`src/common/qet_pkg.sv`:
```
// Constants, types and decode helpers shared by the quadrature encoder timer
//////////////////////////////////////////////////////////////////////////////
// Summary of operation
// - Mode field picks x4, x2, timer, off
// - Direction bit one when counting upward
// - Count error flag set on count error
// - Gate bit makes timer count gated time
// - Prescale field divides 1, 8, 64, 256
// - Prescaler used in timer mode only
// - Index clears counter in index modes
// - Clock source: phase A edges or clock
// - Timer direction from phase B or bit
// - Direction bit writable only in timer mode
// - x4 index match needs both phase levels
// - x2 index match picks one phase level
// - Mask bit blocks count error interrupt
// - Filter enable routes pins through filters
// - Filter divide field sets sample rate
// - Unimplemented filter bits read zero
//////////////////////////////////////////////////////////////////////////////
package qet_pkg;

   // Register byte offsets on the APB slave
   localparam logic [7:0] OFF_ENC_CTRL  = 8'h00;
   localparam logic [7:0] OFF_FILT_CTRL = 8'h04;
   localparam logic [7:0] OFF_POS       = 8'h08;
   localparam logic [7:0] OFF_MAX       = 8'h0C;
   localparam logic [7:0] OFF_IRQ_STAT  = 8'h10;
   localparam logic [7:0] OFF_IRQ_MASK  = 8'h14;

   // Mode field codes
   localparam logic [2:0] MODE_X4_MATCH = 3'h7;
   localparam logic [2:0] MODE_X4_INDEX = 3'h6;
   localparam logic [2:0] MODE_X2_MATCH = 3'h5;
   localparam logic [2:0] MODE_X2_INDEX = 3'h4;
   localparam logic [2:0] MODE_TIMER    = 3'h1;

   // Interrupt status bit positions
   localparam int unsigned IRQ_W       = 3;
   localparam int unsigned IRQ_CNT_ERR = 0;
   localparam int unsigned IRQ_WRAP    = 1;
   localparam int unsigned IRQ_INDEX   = 2;

   // Divider ratio width and filter run length
   localparam int unsigned DIV_W       = 9;
   localparam int unsigned FILT_RUN    = 3;

   // Control fields in bit order, msb first
   typedef struct packed {
      logic       cnt_err;     // Count error flag, bit 15
      logic       dir;         // Count direction, bit 11
      logic [2:0] mode;        // Mode select, bits 10:8
      logic       gate;        // Gated accumulation, bit 5
      logic [1:0] presc;       // Timer prescale, bits 4:3
      logic       idx_clr;     // Index clears count, bit 2
      logic       clk_src;     // Timer clock source, bit 1
      logic       dir_src;     // Direction source, bit 0
   } qet_enc_ctrl_t;

   typedef struct packed {
      logic [1:0] ims;         // Index match state, bits 10:9
      logic       ce_mask;     // Count error irq mask, bit 8
      logic       filt_en;     // Filter output enable, bit 7
      logic [2:0] fdiv;        // Filter clock divide, bits 6:4
   } qet_filt_ctrl_t;

   typedef struct packed {
      logic a;                 // Phase A
      logic b;                 // Phase B
      logic idx;               // Index
   } qet_pins_t;

   // Reset values
   localparam qet_enc_ctrl_t  ENC_CTRL_RST = '0;
   localparam qet_filt_ctrl_t FILT_CTRL_RST = '0;
   localparam logic [15:0]    POS_RST = 16'h0000;
   localparam logic [15:0]    MAX_RST = 16'hFFFF;

   // Timer prescale ratio
   function automatic logic [DIV_W-1:0] presc_ratio(input logic [1:0] sel);
      unique case (sel)
         2'h3:    presc_ratio = 9'h100;
         2'h2:    presc_ratio = 9'h040;
         2'h1:    presc_ratio = 9'h008;
         default: presc_ratio = 9'h001;
      endcase
   endfunction

   // Filter sample clock ratio
   function automatic logic [DIV_W-1:0] fdiv_ratio(input logic [2:0] sel);
      unique case (sel)
         3'h7:    fdiv_ratio = 9'h100;
         3'h6:    fdiv_ratio = 9'h080;
         3'h5:    fdiv_ratio = 9'h040;
         3'h4:    fdiv_ratio = 9'h020;
         3'h3:    fdiv_ratio = 9'h010;
         3'h2:    fdiv_ratio = 9'h004;
         3'h1:    fdiv_ratio = 9'h002;
         default: fdiv_ratio = 9'h001;
      endcase
   endfunction

endpackage

```
`src/core/qet_tick_div.sv`:
```
// Event divider that emits one tick per ratio input events
`timescale 1ns/1ps
`default_nettype none
module qet_tick_div
   import qet_pkg::*;
#(
   parameter int unsigned W = DIV_W      // Counter width
) (
   input  wire logic         pclk,       // Clock
   input  wire logic         presetn,    // Async reset, active low
   input  wire logic         clear,      // Restart count
   input  wire logic         event_in,   // Event to divide
   input  wire logic [W-1:0] ratio,      // Events per tick
   output logic              tick        // One-cycle tick
);

   logic [W-1:0] cnt_q;                  // Events seen so far

   // Count events; ratio of one gives a tick on every event
   always_ff @(posedge pclk or negedge presetn) begin
      if (!presetn) begin
         cnt_q <= '0;
         tick  <= 1'b0;
      end else if (clear) begin
         cnt_q <= '0;
         tick  <= 1'b0;
      end else if (event_in) begin
         if (cnt_q >= ratio - W'(1)) begin
            cnt_q <= '0;
            tick  <= 1'b1;
         end else begin
            cnt_q <= cnt_q + W'(1);
            tick  <= 1'b0;
         end
      end else begin
         tick <= 1'b0;
      end
   end

endmodule
`default_nettype wire

```
`src/core/qet_glitch_filt.sv`:
```
// Digital glitch filter for one synchronised pin
`timescale 1ns/1ps
`default_nettype none
module qet_glitch_filt
   import qet_pkg::*;
#(
   parameter int unsigned RUN = FILT_RUN  // Stable samples needed
) (
   input  wire logic pclk,               // Clock
   input  wire logic presetn,            // Async reset, active low
   input  wire logic sample,             // Filter sample tick
   input  wire logic raw,                // Synchronised pin level
   output logic      filt_q              // Filtered level
);

   logic [$clog2(RUN+1)-1:0] run_q;      // Samples differing from output

   // Output follows only after RUN samples in a row disagree with it
   always_ff @(posedge pclk or negedge presetn) begin
      if (!presetn) begin
         run_q  <= '0;
         filt_q <= 1'b0;
      end else if (sample) begin
         if (raw == filt_q) begin
            run_q <= '0;
         end else if (run_q == ($clog2(RUN+1))'(RUN - 1)) begin
            run_q  <= '0;
            filt_q <= raw;
         end else begin
            run_q <= run_q + ($clog2(RUN+1))'(1);
         end
      end
   end

endmodule
`default_nettype wire

```
`src/core/qet_top.sv`:
```
// Quadrature encoder interface with alternate timer mode and APB registers
//
// Added by the designer: the register offsets and the APB register port.
`timescale 1ns/1ps
`default_nettype none
module qet_top
   import qet_pkg::*;
#(
   parameter int unsigned CNT_W = 16     // Position counter width
) (
   input  wire logic        pclk,        // APB clock, 40 MHz
   input  wire logic        presetn,     // Async reset, active low
   input  wire logic        psel,        // APB select
   input  wire logic        penable,     // APB access phase
   input  wire logic        pwrite,      // APB write
   input  wire logic [7:0]  paddr,       // APB byte address
   input  wire logic [31:0] pwdata,      // APB write data
   output logic [31:0]      prdata,      // APB read data
   output logic             pready,      // APB ready
   output logic             pslverr,     // APB error, unmapped address
   input  wire logic        phase_a_in,  // Encoder phase A pin
   input  wire logic        phase_b_in,  // Encoder phase B pin
   input  wire logic        index_in,    // Encoder index pin
   output logic             irq          // Level interrupt
);

   //////////////////////////////////////////////////////////////////////////
   // Declarations
   //////////////////////////////////////////////////////////////////////////
   qet_enc_ctrl_t    enc_q;              // Encoder control
   qet_filt_ctrl_t   filt_ctrl_q;        // Filter control
   logic [CNT_W-1:0] position_counter_q; // Position or timer count
   logic [CNT_W-1:0] max_count_limit_q;  // Match / period value
   logic [IRQ_W-1:0] irq_stat_q;         // Sticky events
   logic [IRQ_W-1:0] irq_mask_q;         // Event enables
   qet_pins_t        sync1_q;            // First synchroniser stage
   qet_pins_t        sync2_q;            // Second synchroniser stage
   qet_pins_t        filt_out;           // Filter outputs
   qet_pins_t        pins_q;             // Selected pin levels
   qet_pins_t        prev_q;             // Levels one cycle earlier
   logic             fsample;            // Filter sample tick
   logic             tmr_tick;           // Prescaled timer tick
   logic             tmr_evt;            // Timer input event
   logic             is_quad;            // Any quadrature mode
   logic             is_x4;              // x4 modes
   logic             is_match;           // Match reset modes
   logic             is_index;           // Index reset modes
   logic             is_timer;           // Timer mode
   logic             a_chg;              // Phase A changed
   logic             b_chg;              // Phase B changed
   logic             q_step;             // Quadrature count step
   logic             q_up;               // Quadrature step direction
   logic             q_err;              // Both phases moved at once
   logic             idx_rise;           // Index rising edge
   logic             idx_hit;            // Index qualified by match
   logic             step;               // Counter steps this cycle
   logic             step_up;            // Direction of that step
   logic             at_wrap;            // Step hits the wrap value
   logic [IRQ_W-1:0] evt;                // Events this cycle
   logic             wr_acc;             // Completing write
   logic             rd_acc;             // Completing read
   logic [31:0]      rd_val;             // Read mux
   logic             rd_hit;             // Address is mapped

   //////////////////////////////////////////////////////////////////////////
   // Pin synchronisers, filters and selection
   //////////////////////////////////////////////////////////////////////////

   // Two flops per pin; the first stage feeds only the second
   always_ff @(posedge pclk or negedge presetn) begin
      if (!presetn) begin
         sync1_q <= '0;
         sync2_q <= '0;
      end else begin
         sync1_q <= '{a: phase_a_in, b: phase_b_in, idx: index_in};
         sync2_q <= sync1_q;
      end
   end

   // Shared sample clock for all three filters
   qet_tick_div #(
      .W        (DIV_W)
   ) u_fdiv (
      .pclk     (pclk),
      .presetn  (presetn),
      .clear    (!filt_ctrl_q.filt_en),
      .event_in (1'b1),
      .ratio    (fdiv_ratio(filt_ctrl_q.fdiv)),
      .tick     (fsample)
   );

   // One filter per pin
   for (genvar i = 0; i < 3; i++) begin : g_filt
      qet_glitch_filt #(
         .RUN     (FILT_RUN)
      ) u_filt (
         .pclk    (pclk),
         .presetn (presetn),
         .sample  (fsample),
         .raw     (sync2_q[i]),
         .filt_q  (filt_out[i])
      );
   end

   // Filtered or direct levels, then one more stage for edge detection
   always_ff @(posedge pclk or negedge presetn) begin
      if (!presetn) begin
         pins_q <= '0;
         prev_q <= '0;
      end else begin
         pins_q <= filt_ctrl_q.filt_en ? filt_out : sync2_q;
         prev_q <= pins_q;
      end
   end

   //////////////////////////////////////////////////////////////////////////
   // Mode decode and quadrature decode
   //////////////////////////////////////////////////////////////////////////

   // Codes 010 and 011 fall through as disabled, like 000
   always_comb begin
      is_quad  = enc_q.mode[2];
      is_x4    = enc_q.mode[2] && enc_q.mode[1];
      is_match = enc_q.mode[2] && enc_q.mode[0];
      is_index = enc_q.mode[2] && !enc_q.mode[0];
      is_timer = (enc_q.mode == MODE_TIMER);
   end

   // x4 counts every phase edge, x2 only phase A edges
   always_comb begin
      a_chg   = pins_q.a ^ prev_q.a;
      b_chg   = pins_q.b ^ prev_q.b;
      q_err   = is_quad && a_chg && b_chg;
      q_step  = is_quad && !q_err && (is_x4 ? (a_chg || b_chg) : a_chg);
      q_up    = pins_q.a ^ prev_q.b;
   end

   // Index edge qualified by the phase levels
   always_comb begin
      idx_rise = pins_q.idx && !prev_q.idx;
      if (is_x4) begin
         idx_hit = (pins_q.b == filt_ctrl_q.ims[1])
                   && (pins_q.a == filt_ctrl_q.ims[0]);
      end else begin
         idx_hit = ((filt_ctrl_q.ims[1] ? pins_q.b : pins_q.a)
                    == filt_ctrl_q.ims[0]);
      end
      idx_hit = idx_hit && idx_rise && is_index && enc_q.idx_clr;
   end

   //////////////////////////////////////////////////////////////////////////
   // Timer input and prescaler
   //////////////////////////////////////////////////////////////////////////

   // Phase A edges, gated clock, or plain clock
   always_comb begin
      if (enc_q.clk_src) begin
         tmr_evt = pins_q.a && !prev_q.a;
      end else if (enc_q.gate) begin
         tmr_evt = pins_q.a;
      end else begin
         tmr_evt = 1'b1;
      end
   end

   // Held clear outside timer mode so quadrature counts bypass it
   qet_tick_div #(
      .W        (DIV_W)
   ) u_presc (
      .pclk     (pclk),
      .presetn  (presetn),
      .clear    (!is_timer),
      .event_in (tmr_evt),
      .ratio    (presc_ratio(enc_q.presc)),
      .tick     (tmr_tick)
   );

   // Step source and direction for the shared counter
   always_comb begin
      if (is_timer) begin
         step    = tmr_tick;
         step_up = enc_q.dir_src ? pins_q.b : enc_q.dir;
      end else begin
         step    = q_step;
         step_up = q_up;
      end
      at_wrap = step_up ? (position_counter_q == max_count_limit_q)
                        : (position_counter_q == '0);
   end

   //////////////////////////////////////////////////////////////////////////
   // APB slave
   //////////////////////////////////////////////////////////////////////////

   // Transfers finish in the access phase after a single setup cycle
   always_comb begin
      wr_acc = psel && penable && pready && pwrite;
      rd_acc = psel && penable && pready && !pwrite;
   end

   // Read mux; unlisted bits read as zero
   always_comb begin
      rd_val = '0;
      rd_hit = 1'b1;
      unique case (paddr)
         OFF_ENC_CTRL: begin
            rd_val[15]  = enc_q.cnt_err;
            rd_val[11]  = enc_q.dir;
            rd_val[10:8] = enc_q.mode;
            rd_val[5:0] = {enc_q.gate, enc_q.presc, enc_q.idx_clr,
                           enc_q.clk_src, enc_q.dir_src};
         end
         OFF_FILT_CTRL: rd_val[10:4] = filt_ctrl_q;
         OFF_POS:       rd_val[CNT_W-1:0] = position_counter_q;
         OFF_MAX:       rd_val[CNT_W-1:0] = max_count_limit_q;
         OFF_IRQ_STAT:  rd_val[IRQ_W-1:0] = irq_stat_q;
         OFF_IRQ_MASK:  rd_val[IRQ_W-1:0] = irq_mask_q;
         default:       rd_hit = 1'b0;
      endcase
   end

   // Registered answer captured in the setup cycle
   always_ff @(posedge pclk or negedge presetn) begin
      if (!presetn) begin
         pready  <= 1'b0;
         pslverr <= 1'b0;
         prdata  <= '0;
      end else if (psel && !penable) begin
         pready  <= 1'b1;
         pslverr <= !rd_hit;
         prdata  <= (rd_hit && !pwrite) ? rd_val : '0;
      end else begin
         pready  <= 1'b0;
         pslverr <= 1'b0;
         prdata  <= '0;
      end
   end

   //////////////////////////////////////////////////////////////////////////
   // Control registers
   //////////////////////////////////////////////////////////////////////////

   // Encoder control; error flag and direction also move by hardware
   always_ff @(posedge pclk or negedge presetn) begin
      if (!presetn) begin
         enc_q <= ENC_CTRL_RST;
      end else begin
         if (wr_acc && paddr == OFF_ENC_CTRL) begin
            enc_q.cnt_err <= pwdata[15];
            enc_q.mode    <= pwdata[10:8];
            enc_q.gate    <= pwdata[5];
            enc_q.presc   <= pwdata[4:3];
            enc_q.idx_clr <= pwdata[2];
            enc_q.clk_src <= pwdata[1];
            enc_q.dir_src <= pwdata[0];
            if (is_timer) begin
               enc_q.dir <= pwdata[11];
            end
         end
         // Hardware set wins over a software clear in the same cycle
         if (q_err) begin
            enc_q.cnt_err <= 1'b1;
         end
         if (q_step) begin
            enc_q.dir <= q_up;
         end else if (is_timer && enc_q.dir_src) begin
            enc_q.dir <= pins_q.b;
         end
      end
   end

   // Filter control, only bits 10:4 stored
   always_ff @(posedge pclk or negedge presetn) begin
      if (!presetn) begin
         filt_ctrl_q <= FILT_CTRL_RST;
      end else if (wr_acc && paddr == OFF_FILT_CTRL) begin
         filt_ctrl_q <= pwdata[10:4];
      end
   end

   // Match value; doubles as timer period
   always_ff @(posedge pclk or negedge presetn) begin
      if (!presetn) begin
         max_count_limit_q <= MAX_RST;
      end else if (wr_acc && paddr == OFF_MAX) begin
         max_count_limit_q <= pwdata[CNT_W-1:0];
      end
   end

   //////////////////////////////////////////////////////////////////////////
   // Position counter
   //////////////////////////////////////////////////////////////////////////

   // Software write beats index clear, which beats a count step
   always_ff @(posedge pclk or negedge presetn) begin
      if (!presetn) begin
         position_counter_q <= POS_RST;
      end else if (wr_acc && paddr == OFF_POS) begin
         position_counter_q <= pwdata[CNT_W-1:0];
      end else if (idx_hit) begin
         position_counter_q <= '0;
      end else if (step) begin
         // Index modes wrap at full range; match and timer at the limit
         if (at_wrap && (is_match || is_timer)) begin
            position_counter_q <= step_up ? '0 : max_count_limit_q;
         end else if (step_up) begin
            position_counter_q <= position_counter_q + CNT_W'(1);
         end else begin
            position_counter_q <= position_counter_q - CNT_W'(1);
         end
      end
   end

   //////////////////////////////////////////////////////////////////////////
   // Interrupts
   //////////////////////////////////////////////////////////////////////////

   // Events this cycle
   always_comb begin
      evt              = '0;
      evt[IRQ_CNT_ERR] = q_err;
      evt[IRQ_WRAP]    = step && at_wrap && (is_match || is_timer);
      evt[IRQ_INDEX]   = idx_hit;
   end

   // Read clears only bits that were returned, so new events survive
   always_ff @(posedge pclk or negedge presetn) begin
      if (!presetn) begin
         irq_stat_q <= '0;
      end else if (rd_acc && paddr == OFF_IRQ_STAT) begin
         irq_stat_q <= (irq_stat_q & ~prdata[IRQ_W-1:0]) | evt;
      end else begin
         irq_stat_q <= irq_stat_q | evt;
      end
   end

   // Mask register
   always_ff @(posedge pclk or negedge presetn) begin
      if (!presetn) begin
         irq_mask_q <= '0;
      end else if (wr_acc && paddr == OFF_IRQ_MASK) begin
         irq_mask_q <= pwdata[IRQ_W-1:0];
      end
   end

   // Count error needs both its mask bit and a clear disable bit
   always_ff @(posedge pclk or negedge presetn) begin
      if (!presetn) begin
         irq <= 1'b0;
      end else begin
         irq <= |(irq_stat_q & irq_mask_q
                  & ~{{(IRQ_W-1){1'b0}}, filt_ctrl_q.ce_mask});
      end
   end

endmodule
`default_nettype wire

```
`config.mk`:
```
export PLATFORM = sky130hd
export DESIGN_NAME = qet_top
export DESIGN_NICKNAME = d
export VERILOG_FILES = /design/src/common/qet_pkg.sv /design/src/core/qet_tick_div.sv /design/src/core/qet_glitch_filt.sv /design/src/core/qet_top.sv
export SDC_FILE = /design/constraint.sdc
export NUM_CORES = 1
export LEC_CHECK = 0
export BUFFER_PORTS_ARGS = -buffer_cell sky130_fd_sc_hd__buf_2
export CAP_MARGIN = 20
export CORE_ASPECT_RATIO = 0.8
export CORE_MARGIN = 1.5
export CORE_UTILIZATION = 30
export CTS_CLUSTER_SIZE = 25
export DETAILED_ROUTE_END_ITERATION = 10
export HOLD_SLACK_MARGIN = 0.15
export PLACE_DENSITY_LB_ADDON = 0.25
export SETUP_SLACK_MARGIN = 0.4
export SLEW_MARGIN = 10
export SYNTH_ARGS = -nofsm -noshare
export SYNTH_HDL_FRONTEND = slang
export SYNTH_SLANG_ARGS = --single-unit
export TNS_END_PERCENT = 1
```
`constraint.sdc`:
```
create_clock -name pclk -period 7.2 [get_ports pclk]
set_input_delay 1.08 -clock pclk [delete_from_list [all_inputs] [get_ports pclk]]
set_output_delay 1.08 -clock pclk [all_outputs]
set_load 0.01 [all_outputs]
```
## Word level (Yosys, flattened, before mapping)

Index checks and enable logic that the tools add are counted.

| storage, ports and cells | value |
|---|---|
| bits in registers | 132 |
| output and inout bits | 35 |
| word-level logic and storage cells | 196 |

| operators by class | value |
|---|---|
| add/subtract/negate cells | 9 |
| $lt $le $gt $ge | 2 |
| equal/unequal tests | 27 |
| muxes and demuxes | 53 |
| bitwise logic cells | 13 |
| reduce and logical (&&, ||, !) cells | 50 |

Operators by type and width:

| cell | count |
|---|---|
| $mux W16 | 8 |
| $pmux W9 S7 | 1 |
| $mux W9 | 5 |
| $logic_and A1 B1 Y1 | 29 |
| $pmux W9 S3 | 1 |
| $mux W1 | 21 |
| $add A9 B1 Y9 const B | 2 |
| $ge A9 B9 Y1 | 2 |
| $sub A9 B1 Y9 const B | 2 |
| $add A16 B1 Y16 const B | 1 |
| $eq A16 B16 Y1 | 1 |
| $eq A8 B4 Y1 const B | 2 |
| $eq A8 B5 Y1 const B | 2 |
| $logic_not A16 Y1 | 1 |
| $sub A16 B1 Y16 const B | 1 |
| $pmux W3 S5 | 1 |
| $eq A3 B3 Y1 const B | 4 |
| $mux W2 | 6 |
| $pmux W3 S4 | 1 |
| $mux W11 | 1 |
| $eq A2 B2 Y1 const B | 5 |
| $and A3 B3 Y3 | 3 |
| $pmux W1 S3 | 3 |
| $reduce_and A3 Y1 | 3 |
| 24 further kinds | 48 |

## Depth between registers and ports, before layout

| depth | value |
|---|---|
| depth in word-level cells | 11 |
| gate-level depth with buffers | 12 |
| gate-level depth less buffers | 11 |

## By module

From an unflattened synthesis, not the netlist that was laid out.

| unflattened totals | value |
|---|---|
| cell total of the unflattened synthesis | 817 |
| area total of the unflattened synthesis | 7671.1 sq um |

Modules (own cells, without submodules):

| module | times used | cells an instance | area each (sq um) | seq. area each (sq um) |
|---|---|---|---|---|
| qet_top | 1 | 565 | 5422.7 | 2197.1 |
| qet_tick_div at u_presc | 1 | 110 | 934.6 | 250.2 |
| qet_tick_div at u_fdiv | 1 | 106 | 897.1 | 250.2 |
| qet_glitch_filt | 3 | 12 | 138.9 | 75.1 |

## Least setup slack after synthesis

No wires, ideal clock.

| timing | value |
|---|---|
| path type | register to register |
| start point | register enc_q[7] (netlist bit) |
| end point | register position_counter_q[10] |
| setup time | 0.129 ns |
| arrival time | 2.855 ns |
| slack | 4.216 ns |
| cell stages (with the launch flop) | 13 |
| path buffers | 2 |
| period minus slack after synthesis | 2.984 ns |
| path through | dfrtp_1 > buf_4 > nor3b_4 > mux2_4 > ha_1 > clkbuf_1 > nand2_1 > a211oi_1 > nor2_1 > a211o_1 > xnor2_1 > a221oi_1 > o31ai_1 |

| between the ends | value |
|---|---|
| longest elaborated chain between the ends | 8 |
| elaborated cells between the ends (all ways) | 20 |
| those cells by class | eq/ne: 1; mux: 11; reduce/logical: 8 |

RTL lines:

| element | line | text |
|---|---|---|
| start: declaration | qet_top.sv:30 | `qet_enc_ctrl_t enc_q;` |
| $eq A3 B1 Y1 | qet_top.sv:126 | `is_timer = (enc_q.mode == MODE_TIMER);` |
| $mux W1 | qet_top.sv:180 | `if (is_timer) begin` |
| $mux W1 | qet_top.sv:187 | `at_wrap = step_up ? (position_counter_q == max_count_limit_q)` |
| $logic_and A1 B1 Y1 | qet_top.sv:304 | `if (at_wrap && (is_match \|\| is_timer)) begin` |
| $mux W16 | qet_top.sv:304 |  |
| $mux W16 | qet_top.sv:302 | `end else if (step) begin` |
| $mux W16 | qet_top.sv:300 | `end else if (idx_hit) begin` |
| $mux W16 | qet_top.sv:298 | `end else if (wr_acc && paddr == OFF_POS) begin` |
| end signal: assignment | qet_top.sv:299 | `position_counter_q <= pwdata[CNT_W-1:0];` |
| end signal: assignment | qet_top.sv:305 | `position_counter_q <= step_up ? '0 : max_count_limit_q;` |
| end signal: assignment | qet_top.sv:307 | `position_counter_q <= position_counter_q + CNT_W'(1);` |
| end: declaration | qet_top.sv:32 | `logic [CNT_W-1:0] position_counter_q;` |

Several ways; a longest one is shown, not always the timed one. The select of a mux whose other input is x is not followed.
A chain may end at the register's enable or synchronous reset.

## Final worst setup path

| timing | value |
|---|---|
| start point | register enc_q[6] (netlist bit) |
| end point | register position_counter_q[10] |

The elaborated chain is that of the path after synthesis.

==> parameters.txt <==
Parameter                              Value

Critical path
  Critical path launch point ... enc_q[6]
  Cell with the largest stage delay on the worst path ... dfrtp_1
  Chain of cells forming the critical path ... nor3b_4, mux2_4, inv_4, fa_1, nand3b_1, a211oi_1, nor2_1, a211o_1, xnor2_1, a221oi_1, o31ai_1
  FF-to-FF setup slack ... 3.69 ns
  CP peak stage delay ... 0.51 ns
  Category of cells accounting for the largest share of critical-path delay ... compound AO/OA/AOI/OAI gates
  R2R cell count ... 11
  Worst Path Class, Setup ... reg2reg
  RR Startpoint ... enc_q[6]
  Buffers and inverters on the worst path ... 1
  Highest fanout seen on the critical path ... 18
  Kind of launch point of the worst setup path ... flop
  Setup crit end kind ... flop
  Number of cells on the critical path ... 11
  Arrival time at the worst endpoint ... 3.80 ns
  Crit path required time ... 7.48 ns
  Reg-to-Reg End ... position_counter_q[10]

Cells and area
  Final std cells w/o fill ... 1,061
  Final nets ... 826
  Share of post-route cells with drive strength above 1 ... 23.1%
  Synth-to-layout area growth ... 16.5%

Floorplan
  Die height ... 140 um
  Die Footprint ... 24,200 um^2
  Die width ... 174 um
  Rows ... 49
  Initial cell density of the core ... 30.8%
  CORE AREA ... 22,700 um^2
  IO Count ... 83

STA
  Worst setup skew after layout ... 0.00898 ns
  Headroom to the max-slew limit ... 28.6%
  Final clock period utilization by the worst path ... 48.8%
  Max-slew violations ... 0
  Number of setup violations in the final report ... 0
  Max Clk Rate ... 285 MHz
  Setup total negative slack ... 0 ns
  Hold slack final ... 0.348 ns
  Final-report hold violation count ... 0
  Unrepaired setup endpoints after global routing ... no
  Worst-Margin Slew ... 1.07 ns
  Min Tclk post-route ... 3.51 ns

Power and ir drop
  Net switching fraction of the power ... 23.7%
  Relative contribution of combinational cells to total power ... 9.0%
  Maximum resistive drop on vdd ... 0.000157 V
  Internal power ... 1340 uW
  Tot Pwr ... 1760 uW
  Sequential fraction of design power ... 38.2%
  Leakage power ... 0.00356 uW
  Portion of total power attributed to the clock network ... 52.8%
  Power density over the cells ... 216 nW/um^2
  Switching Power ... 417 uW

Logic synthesis
  Yosys warning total ... 0
  Number of enable-type register cells in the synthesized netlist ... 0
  Flip-flop cell with the highest count after synthesis ... dfrtp_1
  Synthesized-area fraction occupied by xor and xnor cells ... 5.39%
  Main combinational cell family by area after synthesis ... compound AO/OA/AOI/OAI gates
  Instance count of the mapped netlist ... 694
  Share of synthesized flip-flops with an asynchronous set or reset ... 100%
  Synth Cell Area ... 6990 um^2
  Post-synthesis register bit count ... 116
  Mean Syn Cell Area ... 10.1 um^2
  Synth Area in Adders ... 6.73%
  Sequential cell area fraction in the yosys report ... 41.8%
  Post-synth cell types ... 70
  Share of cell area taken by muxes after synthesis ... 10.2%
  Fraction of the mapped netlist area in simple logic gates ... 15.3%
  Complex-gate fraction of the synthesized area ... 16.0%

GRT
  Number of antenna violations at the first check in global routing ... 2
  Maximum number of pins on one net before global-route repair ... 75
  Remaining global-route overflow ... 0
  Number of global-route vias before repair ... 5,093
  Total routing resource utilization after global routing ... 15.4%
  First-pass GRT wire length ... 28.7 mm

Clocking
  CTS tree ... built
  Clk_lat worst skew ... 0.42 ns
  Post CTS Setup Buffer Count ... 0
  Cts hold-fix bufs ... 0
  H-Tree Depth ... 4
  Clock slew at reported path FFs ... 0.06 ns
  Number of buffers inserted during clock tree synthesis ... 17
  Bufs on Longest Clock Path ... 2
  Buffer type at the clock tree root ... clkbuf_16
  Number of clock sinks ... 116
  PostCTS Resize Cnt ... 0

Drt
  Total vias in the final route ... 5,298
  Routed Wire Length ... 17.9 mm
  TritonRoute pass-1 iters ... 5
  Remaining routing DRC violations ... 0
  Number of antenna-violating nets in the routed design ... 0
  Violation count after the first detailed-routing iteration ... 355
  Mean number of vias per cell ... 4.99
  Average wire per standard cell ... 16.9 um

Job
  Maximum Capacitance Violations ... 0

Placement
  Cell count after placement ... 1,026
  Port bufs ... 50
  DP Wirelength ... 12.8 mm
  Weighted congestion reported at the end of routability-driven placement ... 0.821

Worst hold path
  Launch instance of the worst min-delay path ... sync1_q[1]
  Hold Path Depth ... 0
  End of the worst hold path ... sync2_q[1]
  Worst min-delay path category ... reg2reg

Status
  Outcome ... complete, no violations
[cells by family (layout without fill, tap and decap cells)]
logic type / Yosys count / after routing
xor+xnor: 43 / 43
simple gates: 205 / 205
fa+ha+maj: 37 / 37
other cells: 1 / 17
flops: 116 / 116
compound gates: 167 / 167
mux: 63 / 63
buf+inv: 62 / 107
[placed cells by master (no fill, tap or decap), types with 4 or more instances in the layout]
master / netlist / layout
nand4_1: 8 / 8
a21boi_0: 4 / 4
and3_1: 6 / 6
buf_2: 1 / 49
bufinv_16: 0 / 4
a21o_1: 16 / 16
nand2_1: 60 / 60
a221oi_1: 6 / 6
conb_1: 1 / 16
clkbuf_8: 0 / 4
o211ai_1: 4 / 4
nor3b_1: 4 / 4
nand2b_1: 11 / 11
nor3_1: 10 / 10
dfrtp_1: 100 / 100
nand3_1: 22 / 22
xor2_1: 22 / 22
nor4_1: 6 / 6
a22oi_1: 13 / 13
xnor2_1: 21 / 21
clkbuf_16: 0 / 17
a211oi_1: 4 / 4
mux2i_1: 9 / 9
nor2b_1: 7 / 7
or3_1: 5 / 5
o21ai_0: 34 / 34
clkinvlp_4: 0 / 4
dfstp_2: 16 / 16
inv_1: 20 / 20
mux2_2: 52 / 52
o31ai_1: 11 / 11
a21oi_1: 47 / 47
nor2_1: 42 / 42
and2_1: 7 / 7
ha_1: 36 / 36
[layer usage]
layer	vias up	routed length, um	global-route usage, %
met5	-	12	0
met4	2	175	4.76
met3	13	907	3.39
met2	128	7400	21.8
met1	2567	9410	23.1
li1	2588	-	-
[sequential cells by signal (all words and copies together) (netlist names)]
name	flops
max_count_limit_q	16
position_counter_q	16
prdata	16
enc_q	11
u_fdiv.cnt_q	9
u_presc.cnt_q	9
filt_ctrl_q	7
g_filt.u_filt.run_q	6
g_filt.u_filt.filt_q	3
irq_mask_q	3
irq_stat_q	3
pins_q	3
prev_q	3
sync1_q	3
sync2_q	3
irq	1
pready	1
pslverr	1
u_fdiv.tick	1
u_presc.tick	1
[power by group through the flow]
stage	clock [uW]	sequential [uW]	combinational (uW)
4_1_cts	948	672	160
3_3_place_gp	0	683	159
5_1_grt	976	673	179
2_1_floorplan	0	679	112
6_report	927	672	158
3_5_place_dp	0	683	159
[synthesized netlist by cell type (3+ instances only)]
master | number | area, um^2
nor2b_1 | 7 | 43.8
and2_1 | 7 | 43.8
buf_4 | 19 | 143
a22oi_1 | 13 | 97.6
mux2_2 | 52 | 586
nand2b_1 | 11 | 68.8
o31ai_1 | 11 | 82.6
inv_1 | 20 | 75.1
a21o_1 | 16 | 120
clkbuf_1 | 17 | 63.8
a21oi_1 | 47 | 235
ha_1 | 36 | 450
or2_2 | 3 | 18.8
dfstp_2 | 16 | 420
nor2_1 | 42 | 158
xor2_1 | 22 | 193
nor4_1 | 6 | 37.5
nand4_1 | 8 | 50.1
mux2i_1 | 9 | 90.1
dfrtp_1 | 100 | 2500
xnor2_1 | 21 | 184
a222oi_1 | 3 | 30.0
o211ai_1 | 4 | 30.0
and3_1 | 6 | 37.5
nor3_1 | 10 | 50.1
o22ai_1 | 3 | 18.8
a21boi_0 | 4 | 30.0
nand3b_1 | 3 | 22.5
nand2_1 | 60 | 225
a221oi_1 | 6 | 52.6
o21ai_0 | 34 | 170
a211o_1 | 3 | 26.3
a211oi_1 | 4 | 30.0
a221oi_2 | 3 | 45.0
nor3b_1 | 4 | 30.0
or3_1 | 5 | 31.3
nand3_1 | 22 | 110
[area by class of cell]
class / count / area, um^2
fill: 2329 / 14500
timing repair buffer: 54 / 290
clock inverter: 11 / 173
multi-input combinational: 531 / 3810
clock buffer: 21 / 480
antenna: 1 / 2.50
sequential: 116 / 2920
inverter: 21 / 81.3
tap: 306 / 383
[per-stage QoR]
| step | instance area (um^2) | utilization (%) | setup slack, ns |
|---|---|---|---|
| finish | 8140 | 35.9 | 3.69 |
| global route | 8140 | 35.9 | 3.47 |
| CTS | 8110 | 35.8 | 3.73 |
| detailed placement | 7460 | 32.9 | 3.71 |
| global placement | 7460 | 32.9 | 3.72 |
| floorplan | 7050 | - | 4.22 |
[worst max-delay path by stage]
stage	endpoint	slack, ns
detailed placement	position_counter_q[15]	3.71
floorplan	position_counter_q[10]	4.22
CTS	position_counter_q[10]	3.73
global route	position_counter_q[10]	3.47
finish	position_counter_q[10]	3.69
global placement	position_counter_q[15]	3.72
Power figures use the tool's default switching activity.
